### src/pkg/rcf_pkg.sv
package rcf_pkg;
	// protocol data block word 0 layout
	localparam int OPT_SHIFT_BIT = 0;
	localparam int OPT_SNS_LO    = 1;
	localparam int LEAD_LO       = 24;
	// options size codes (encap bits 2:1)
	localparam logic [1:0] SNS_AM12  = 2'h0;
	localparam logic [1:0] SNS_UM7   = 2'h1;
	localparam logic [1:0] SNS_LEN15 = 2'h2;
	localparam logic [1:0] SNS_RSVD  = 2'h3;
	// override register layout
	localparam int OVR_FLAG_BIT = 31;
	localparam int HFN_W20      = 20;
	localparam int HFN_W25      = 25;
	localparam logic [31:0] OVR_RESET = 32'h0000_0000;
	// cipher selection
	localparam logic [1:0] ALG_NULL  = 2'h0;
	localparam logic [1:0] ALG_KASUMI = 2'h1;
	localparam logic [1:0] ALG_SNOW  = 2'h2;
	// completion status codes
	localparam logic [1:0] ST_OK     = 2'h0;
	localparam logic [1:0] ST_REKEY  = 2'h1;
	localparam logic [1:0] ST_BADOPT = 2'h2;
endpackage

### src/hw/rcf_seq_track.sv
`timescale 1ns/1ps
module rcf_seq_track
	import rcf_pkg::*;
#(
	parameter int HFN_W = 25
)(
	// header and state
	input  wire logic             um7_i,
	input  wire logic [15:0]      hdr_i,
	input  wire logic [HFN_W-1:0] hfn_i,
	input  wire logic [HFN_W-1:0] thresh_i,
	input  wire logic [11:0]      last_sn_i,
	input  wire logic             last_vld_i,
	// results
	output logic      [11:0]      sn_o,
	output logic                  wrap_o,
	output logic      [HFN_W-1:0] hfn_next_o,
	output logic                  rekey_o
);
	// am: sn in header bits 14:3 after d/c bit; um: sn in top seven bits
	always_comb
	begin
		sn_o = um7_i ? {5'h00, hdr_i[15:9]} : hdr_i[14:3];
		wrap_o = last_vld_i && (sn_o == 12'h000) &&
			(um7_i ? (last_sn_i[6:0] == 7'h7F) : (last_sn_i == 12'hFFF));
		// counter never moves backward; only a wrap bumps it
		hfn_next_o = wrap_o ? hfn_i + HFN_W'(1) : hfn_i;
		rekey_o = (hfn_next_o >= thresh_i);
	end
endmodule

### src/hw/rcf_nibble_align.sv
`timescale 1ns/1ps
module rcf_nibble_align
(
	// byte stream pair
	input  wire logic [7:0] cur_i,
	input  wire logic [3:0] carry_i,
	input  wire logic       enc_i,
	// realigned byte and new carry
	output logic      [7:0] byte_o,
	output logic      [3:0] carry_o
);
	// encap pushes data 4 bits later; decap pulls it 4 bits earlier
	always_comb
	begin
		if (enc_i)
		begin
			byte_o  = {carry_i, cur_i[7:4]};
			carry_o = cur_i[3:0];
		end
		else
		begin
			byte_o  = {carry_i, cur_i[7:4]};
			carry_o = cur_i[3:0];
		end
	end
endmodule

### src/hw/rcf_framer.sv
`timescale 1ns/1ps
module rcf_framer
	import rcf_pkg::*;
#(
	parameter int HFN_W = 25
)(
	// clock and reset
	input  wire logic             clk_i,
	input  wire logic             sys_rst_i,
	// job start
	input  wire logic             job_start_i,
	input  wire logic             job_encap_i,
	input  wire logic [1:0]       cipher_sel_i,
	input  wire logic             hfn_auto_inc_i,
	input  wire logic [31:0]      pdb_word0_i,
	input  wire logic [31:0]      pdb_word1_i,
	input  wire logic [31:0]      pdb_bearer_dir_i,
	input  wire logic [HFN_W-1:0] pdb_thresh_i,
	// override register write
	input  wire logic             ovr_wr_i,
	input  wire logic [31:0]      ovr_wdata_i,
	// input frame byte stream
	input  wire logic             in_valid_i,
	input  wire logic [7:0]       in_byte_i,
	input  wire logic             in_last_i,
	output logic                  in_ready_o,
	// cipher unit
	output logic                  iv_load_o,
	output logic      [63:0]      iv_o,
	output logic      [1:0]       cipher_alg_o,
	output logic                  ciph_valid_o,
	output logic      [7:0]       ciph_byte_o,
	output logic                  ciph_last_o,
	input  wire logic             ciph_ready_i,
	input  wire logic             ciph_res_valid_i,
	input  wire logic [7:0]       ciph_res_byte_i,
	input  wire logic             ciph_res_last_i,
	// output frame byte stream
	output logic                  out_valid_o,
	output logic      [7:0]       out_byte_o,
	output logic                  out_last_o,
	// data block write back and status
	output logic                  pdb_wb_o,
	output logic      [31:0]      pdb_wb_word1_o,
	output logic      [31:0]      ovr_rdata_o,
	output logic                  done_o,
	output logic      [1:0]       status_o,
	output logic                  busy_o
);
	typedef enum logic [6:0]
	{
		ST_IDLE = 7'h01,
		ST_HDR  = 7'h02,
		ST_IV   = 7'h04,
		ST_PAY  = 7'h08,
		ST_DRN  = 7'h10,
		ST_TAIL = 7'h20,
		ST_FIN  = 7'h40
	} rcf_state_e;

	if (HFN_W != HFN_W20 && HFN_W != HFN_W25)
	begin : g_bad_width
		$error("hfn width must be 20 or 25");
	end

	rcf_state_e       state_r;
	logic [31:0]      ovr_r;
	logic             enc_r;
	logic             um7_r;
	logic             shift_r;
	logic             inc_en_r;
	logic [HFN_W-1:0] hfn_r;
	logic [11:0]      last_sn_r;
	logic             last_vld_r;
	logic [15:0]      hdr_r;
	logic [1:0]       hdr_cnt_r;
	logic [3:0]       carry_r;
	logic             first_r;
	logic             in_done_r;
	logic [7:0]       out_src_byte;
	logic [1:0]       sns_code;
	logic             opt_bad;
	logic [HFN_W-1:0] hfn_sel;
	logic [11:0]      sn;
	logic             wrap;
	logic [HFN_W-1:0] hfn_next;
	logic             rekey;
	logic [7:0]       al_byte;
	logic [3:0]       al_carry;
	logic             in_take;
	logic [1:0]       hdr_len;

	// encap reads 2-bit code, decap only bit 1
	assign sns_code = job_encap_i ? pdb_word0_i[OPT_SNS_LO+1:OPT_SNS_LO] : {1'b0, pdb_word0_i[OPT_SNS_LO]};
	assign opt_bad  = (sns_code == SNS_RSVD) || (!job_encap_i && sns_code == SNS_LEN15);
	// override flag replaces stored count
	assign hfn_sel  = ovr_r[OVR_FLAG_BIT] ? ovr_r[HFN_W-1:0] : pdb_word1_i[31:32-HFN_W];
	assign hdr_len  = um7_r ? 2'h1 : 2'h2;

	rcf_seq_track #(
		.HFN_W(HFN_W)
	) u_seq (
		.um7_i      (um7_r),
		.hdr_i      (hdr_r),
		.hfn_i      (hfn_r),
		.thresh_i   (pdb_thresh_i),
		.last_sn_i  (last_sn_r),
		.last_vld_i (last_vld_r),
		.sn_o       (sn),
		.wrap_o     (wrap),
		.hfn_next_o (hfn_next),
		.rekey_o    (rekey)
	);

	rcf_nibble_align u_align (
		.cur_i   ((enc_r && state_r != ST_HDR) ? ciph_res_byte_i : in_byte_i),
		.carry_i (carry_r),
		.enc_i   (enc_r),
		.byte_o  (al_byte),
		.carry_o (al_carry)
	);

	assign in_take = in_valid_i && in_ready_o;

	// override register, software visible
	always_ff @(posedge clk_i)
	begin
		if (sys_rst_i)
			ovr_r <= OVR_RESET;
		else if (ovr_wr_i)
			ovr_r <= ovr_wdata_i;
	end

	always_ff @(posedge clk_i)
	begin
		if (sys_rst_i)
			ovr_rdata_o <= OVR_RESET;
		else
			ovr_rdata_o <= ovr_r;
	end

	// main sequence
	always_ff @(posedge clk_i)
	begin
		if (sys_rst_i)
		begin
			state_r   <= ST_IDLE;
			enc_r     <= 1'b0;
			um7_r     <= 1'b0;
			shift_r   <= 1'b0;
			inc_en_r  <= 1'b0;
			hfn_r     <= '0;
			hdr_r     <= 16'h0000;
			hdr_cnt_r <= 2'h0;
			in_done_r <= 1'b0;
			done_o    <= 1'b0;
			status_o  <= ST_OK;
			busy_o    <= 1'b0;
			iv_load_o <= 1'b0;
			iv_o      <= 64'h0;
			cipher_alg_o <= ALG_NULL;
			pdb_wb_o  <= 1'b0;
			pdb_wb_word1_o <= 32'h0;
			last_sn_r <= 12'h000;
			last_vld_r <= 1'b0;
		end
		else
		begin
			done_o    <= 1'b0;
			iv_load_o <= 1'b0;
			pdb_wb_o  <= 1'b0;
			unique case (state_r)
				ST_IDLE:
				begin
					if (job_start_i)
					begin
						if (opt_bad)
						begin
							done_o   <= 1'b1;
							status_o <= ST_BADOPT;
						end
						else
						begin
							state_r  <= ST_HDR;
							busy_o   <= 1'b1;
							enc_r    <= job_encap_i;
							um7_r    <= (sns_code == SNS_UM7);
							shift_r  <= pdb_word0_i[OPT_SHIFT_BIT];
							inc_en_r <= !job_encap_i || hfn_auto_inc_i;
							hfn_r    <= hfn_sel;
							cipher_alg_o <= cipher_sel_i;
							hdr_cnt_r <= 2'h0;
							in_done_r <= 1'b0;
						end
					end
				end
				ST_HDR:
				begin
					// decap shift: first byte only primes the carry
					if (in_take && !(shift_r && !enc_r && first_r))
					begin
						// header gathered for iv, never to cipher
						hdr_r     <= (hdr_cnt_r == 2'h0) ? {out_src_byte, 8'h00} : {hdr_r[15:8], out_src_byte};
						hdr_cnt_r <= hdr_cnt_r + 2'h1;
						in_done_r <= in_last_i;
						if (hdr_cnt_r + 2'h1 == hdr_len)
							state_r <= ST_IV;
					end
				end
				ST_IV:
				begin
					// iv goes to class 1 context ahead of payload
					iv_load_o <= 1'b1;
					iv_o      <= {hfn_next, sn, (52-HFN_W)'(0)} | {32'h0, pdb_bearer_dir_i};
					if (inc_en_r)
						hfn_r <= hfn_next;
					if (inc_en_r && wrap)
					begin
						pdb_wb_o       <= 1'b1;
						pdb_wb_word1_o <= {hfn_next, (32-HFN_W)'(0)};
					end
					last_sn_r  <= sn;
					last_vld_r <= 1'b1;
					status_o   <= rekey ? ST_REKEY : ST_OK;
					state_r    <= in_done_r ? ST_DRN : ST_PAY;
				end
				ST_PAY:
				begin
					if (in_take && in_last_i)
						state_r <= ST_DRN;
				end
				ST_DRN:
				begin
					if (in_done_r || (ciph_res_valid_i && ciph_res_last_i))
						state_r <= (shift_r ? ST_TAIL : ST_FIN);
				end
				ST_TAIL:
					state_r <= ST_FIN;
				ST_FIN:
				begin
					done_o  <= 1'b1;
					busy_o  <= 1'b0;
					state_r <= ST_IDLE;
				end
			endcase
		end
	end

	// raw input byte for header and payload, realigned on decap shift
	assign out_src_byte = (shift_r && !enc_r) ? al_byte : in_byte_i;

	// carry nibble: lead nibble primes encap shift
	always_ff @(posedge clk_i)
	begin
		if (sys_rst_i)
		begin
			carry_r <= 4'h0;
			first_r <= 1'b1;
		end
		else if (state_r == ST_IDLE)
		begin
			carry_r <= pdb_word0_i[LEAD_LO+3:LEAD_LO];
			first_r <= 1'b1;
		end
		else if (in_take && (!enc_r || state_r == ST_HDR))
		begin
			carry_r <= (enc_r || !first_r) ? al_carry : in_byte_i[3:0];
			first_r <= 1'b0;
		end
		else if (enc_r && ciph_res_valid_i)
			carry_r <= al_carry;
	end

	// payload to input fifo as message data
	// byte held until the cipher takes it, so a stall never drops one
	assign in_ready_o = (state_r == ST_HDR) || (state_r == ST_PAY && (!ciph_valid_o || ciph_ready_i));
	always_ff @(posedge clk_i)
	begin
		if (sys_rst_i)
		begin
			ciph_valid_o <= 1'b0;
			ciph_byte_o  <= 8'h00;
			ciph_last_o  <= 1'b0;
		end
		else if (state_r == ST_PAY && in_take)
		begin
			ciph_valid_o <= 1'b1;
			ciph_byte_o  <= out_src_byte;
			ciph_last_o  <= in_last_i;
		end
		else if (ciph_ready_i)
		begin
			ciph_valid_o <= 1'b0;
			ciph_last_o  <= 1'b0;
		end
	end

	// output: header, realigned on shift, then ciphered payload, then tail on encap shift
	always_ff @(posedge clk_i)
	begin
		if (sys_rst_i)
		begin
			out_valid_o <= 1'b0;
			out_byte_o  <= 8'h00;
			out_last_o  <= 1'b0;
		end
		else if (state_r == ST_HDR && in_take && !(shift_r && !enc_r && first_r))
		begin
			out_valid_o <= 1'b1;
			out_byte_o  <= (shift_r && enc_r) ? al_byte : out_src_byte;
			out_last_o  <= in_last_i && !(shift_r && enc_r);
		end
		else if (ciph_res_valid_i && state_r != ST_IDLE)
		begin
			out_valid_o <= 1'b1;
			out_byte_o  <= (shift_r && enc_r) ? al_byte : ciph_res_byte_i;
			out_last_o  <= ciph_res_last_i && !(shift_r && enc_r);
		end
		else if (state_r == ST_TAIL && enc_r)
		begin
			// trailing zero nibble pads the extra byte
			out_valid_o <= 1'b1;
			out_byte_o  <= {carry_r, 4'h0};
			out_last_o  <= 1'b1;
		end
		else
		begin
			out_valid_o <= 1'b0;
			out_last_o  <= 1'b0;
		end
	end
	// limitation: in-order flows assumed, no count roll back
	// ring jobs fill override via immediate load beforehand
endmodule

### config.mk
export PLATFORM = sky130hd
export DESIGN_NAME = rcf_framer
export DESIGN_NICKNAME = d
export VERILOG_FILES = /design/src/pkg/rcf_pkg.sv /design/src/hw/rcf_seq_track.sv /design/src/hw/rcf_nibble_align.sv /design/src/hw/rcf_framer.sv
export SDC_FILE = /design/constraint.sdc
export NUM_CORES = 1
export LEC_CHECK = 0
export BUFFER_PORTS_ARGS = -buffer_cell sky130_fd_sc_hd__buf_2
export CORE_MARGIN = 8
export CORE_UTILIZATION = 47
export DETAILED_ROUTE_END_ITERATION = 6
export MAX_ROUTING_LAYER = met4
export PLACE_DENSITY = 0.73
export RECOVER_POWER = 100
export REMOVE_ABC_BUFFERS = 1
export SLEW_MARGIN = 0
export SYNTH_ARGS = -nofsm -noshare
export SYNTH_HDL_FRONTEND = slang
export SYNTH_SLANG_ARGS = --single-unit
### constraint.sdc
create_clock -name clk_i -period 3.75 [get_ports clk_i]
set_input_delay 0.5625 -clock clk_i [delete_from_list [all_inputs] [get_ports clk_i]]
set_output_delay 0.5625 -clock clk_i [all_outputs]
set_load 0.02 [all_outputs]
==> results.ini <==
[sta]
setup-violations-final = 0
worst_slack_ns = 0.173
max_slew_margin_pct = -30.2
fmax_mhz = 280
period_share_pct = 95.4
tightest_slew_ns = 1.95
maxSlewViolCount = 93
fin_crit_ns = 3.58
timing_hold_violations_final = 0
fin_setup_tns_ns = 0
finalClockSkew_ns = 0.0140

[synthesis]
synth-main-ff-cell = dfxtp_1
synthTopCellsByArea = dfxtp_1 (41%), mux2i_1 (8.1%), nor2_1 (5.0%)
synthCells = 1388
synth_top_area_cell = dfxtp_1
synth_warnings = 0
avgSynthCellArea_um2 = 8.50
synthesis.area_mm2 = 0.0118
ys_ff_latch = 244
ys_types = 71
synthArstFlopShare_pct = 0
yosysTopAreaCellShare_pct = 41.4
yosysSeqAreaShare_pct = 41.4
synth_edf_count = 0

[setup_path]
critPathMostFrequentCell = nand2_1
cp_top_family = simple AND/OR/NAND/NOR gates
end_kind = flop
critPathArrivalTime_ns = 4.02
max_stage_delay_ns = 0.53
worstPathBufferInverterCount = 1
worstPathCellList = or3b_2 -> a211oi_4 -> buf_4 -> o211ai_2 -> or3_1 -> nand2_1 -> ha_1 -> nand4_1 -> nor4_1 -> nand2_1 -> o2111a_1 -> a211oi_1
path_max_fanout = 18
cp-start-kind = flop
slowest_stage = or3_1
worst-path-stages = 12
ff2ff_path_depth = 12
worstPathRequired_ns = 4.19
path_class = flop to flop

[min_path]
hold_class = primary input to flop
min_path_cells = 3

[die]
dieHeight_um = 174
coreArea_mm2 = 0.0249
fp-row-count = 58
io_pins = 339
dieWidth_um = 174
fp.dieArea_mm2 = 0.0304
initial_utilization_pct = 47.4

[finish]
fin_nets = 1845
finish.utilization_pct = 57.2
antenna_cells = 0
fill_cells = 2315
drive_gt1_share_pct = 15.8
areaGrowthSynthToFinish_pct = 20.8

[placed_design]
dp_slack_ns = 0.168
gp_congestion = 0.897
dpl.hpwl_um = 26300
portBuffers = 299

[clock_tree]
clockRootBuffer = clkbuf_16
clockBufferDepth = 3
insertion_delay_ns = 0.54
cts_sinks = 244
cts.clk_slew.worst_paths_ns = 0.06
cts_buffers = 27
cts_tree = yes
cts_max_level = 1
ctsHoldBuffers = 0

[pwr]
ir_drop_uv = 521
pwr-share-clk_pct = 41.0
power.density_mw_per_mm2 = 476
combPwrFrac_pct = 16.3
leakagePower_nw = 5.63
p_int_mw = 4.86
p_sw_mw = 1.91
power.share.sequential_pct = 42.7
power_mw = 6.77
swShare_pct = 28.2

[global_routing]
antenna_found_initial = 0
grt_pass1_wl_um = 56900
overflow = 0
grt_max_degree = 93
grt_pass1_vias = 10700
grt_util_all_layers_pct = 23.2

[route]
drc = 0
postRouteAntennaNets = 0
wl_per_cell_um = 18.4
firstDrtPassIters = 5
drt-initial-drc-count = 820
wirelength_um = 36500
routed_via_density = 5.59
num_vias = 11100

[outcome]
status = finished with violations
violations = max-capacitance violations, max-slew violations

[job]
cap_viol_max_count = 1

-- Yosys cell counts, types with 4 or more instances --
master,instances
a211oi_1,44
a21o_1,6
a21oi_1,85
a221o_1,4
a311o_1,5
a311oi_1,28
a31oi_1,27
and2_1,5
and3_1,10
buf_1,15
buf_2,26
buf_4,15
clkbuf_1,65
dfxtp_1,244
ha_1,27
inv_1,42
mux2_2,9
mux2i_1,95
nand2_1,144
nand2b_1,12
nand3_1,39
nand3b_1,7
nand4_1,18
nor2_1,156
nor2b_1,38
nor3_1,11
nor4_1,6
o211a_1,4
o211ai_1,22
o21ai_0,51
o31ai_1,4
o32ai_1,6
or3_1,27
or4_1,17
xnor2_1,10
xor2_1,10
-- layout by cell type (no fill, tap or decap), types with 28 or more instances in the layout --
master    count
a211oi_1     44
a21oi_1      85
a311oi_1     28
buf_2       149
buf_4        30
clkbuf_1    155
dfxtp_1     243
inv_1        42
mux2i_1      95
nand2_1     144
nand3_1      38
nor2_1      156
nor2b_1      38
o21ai_0      50
-- per-stage QoR --
| step | instances | cell area, µm² | hold slack (ns) |
|---|---|---|---|
| 2_1_floorplan | 1272 | 11300 | 0.433 |
| 3_3_place_gp | 1934 | 13500 | 0.439 |
| 3_5_place_dp | 1934 | 13500 | 0.445 |
| 4_1_cts | 1984 | 14400 | 0.237 |
| 5_1_grt | 1987 | 14200 | 0.245 |
| 6_report | 1987 | 14200 | 0.258 |
-- worst min-delay path, cell delays in order --
cell and delay [ns]:
buf_2 0.09, nand2_1 0.04, a21oi_1 0.05
-- final cells by class --
type	count	area [µm²]	share of cell area [%]
multi-input combinational	987	6260	44.0
sequential	244	4890	34.3
timing repair buffer	334	1590	11.2
clock buffer	37	763	5.36
tap	330	413	2.90
clock inverter	13	171	1.20
inverter	42	158	1.11
-- cell families (layout without fill, tap and decap cells) --
logic type / Yosys count / in the layout / synth area share [%]
compound gates: 313 / 314 / 17.8
xor+xnor: 20 / 20 / 1.49
fa+ha+maj: 27 / 27 / 2.86
buf+inv: 164 / 426 / 5.98
flops: 244 / 244 / 41.4
mux: 104 / 104 / 8.92
other cells: 1 / 7 / 0.0318
simple gates: 515 / 515 / 21.4
-- repair_timing --
action	4_1_cts	5_1_grt
gates resized for setup	0	1
setup endpoints to repair	0	1
buffers inserted	0	2
-- power by group through the flow --
stage               sequential, mW  combinational (mW)  clock (mW)
global placement              2.94                1.09           0
finish                        2.89                1.10        2.78
floorplan                     2.99               0.603           0
global route                  2.91                1.21        2.93
CTS                           2.89                1.11        2.83
detailed placement            2.94                1.10           0
-- worst paths after layout --
kind                                      startpoint  slack [ns]          end
worst min register to register              iv_o[22]        0.45     iv_o[22]
worst max-delay path                           um7_r        0.17  status_o[0]
worst min-delay path            pdb_bearer_dir_i[11]        0.26     iv_o[11]
worst max register to register                 um7_r        0.17  status_o[0]
-- state kept, by name, indices dropped and copies added (netlist names), 4 cells and up --
name and cells:
ovr_r 32, last_sn_r 5, iv_o 64, ovr_rdata_o 32, hfn_r 25, out_byte_o 8
pdb_wb_word1_o 25, ciph_byte_o 8, state_r 7, hdr_r 13, carry_r 4
-- metal layers --
layer | up-vias | GRT usage, % | part of all wire [%]
met3 | 60 | 4.79 | 7.4
met2 | 411 | 37.3 | 47
met4 | 0 | 6.63 | 2.3
met5 | - | - | 0
li1 | 5463 | - | -
met1 | 5182 | 29.0 | 43
Note: power is estimated with default switching activity, not from simulation.
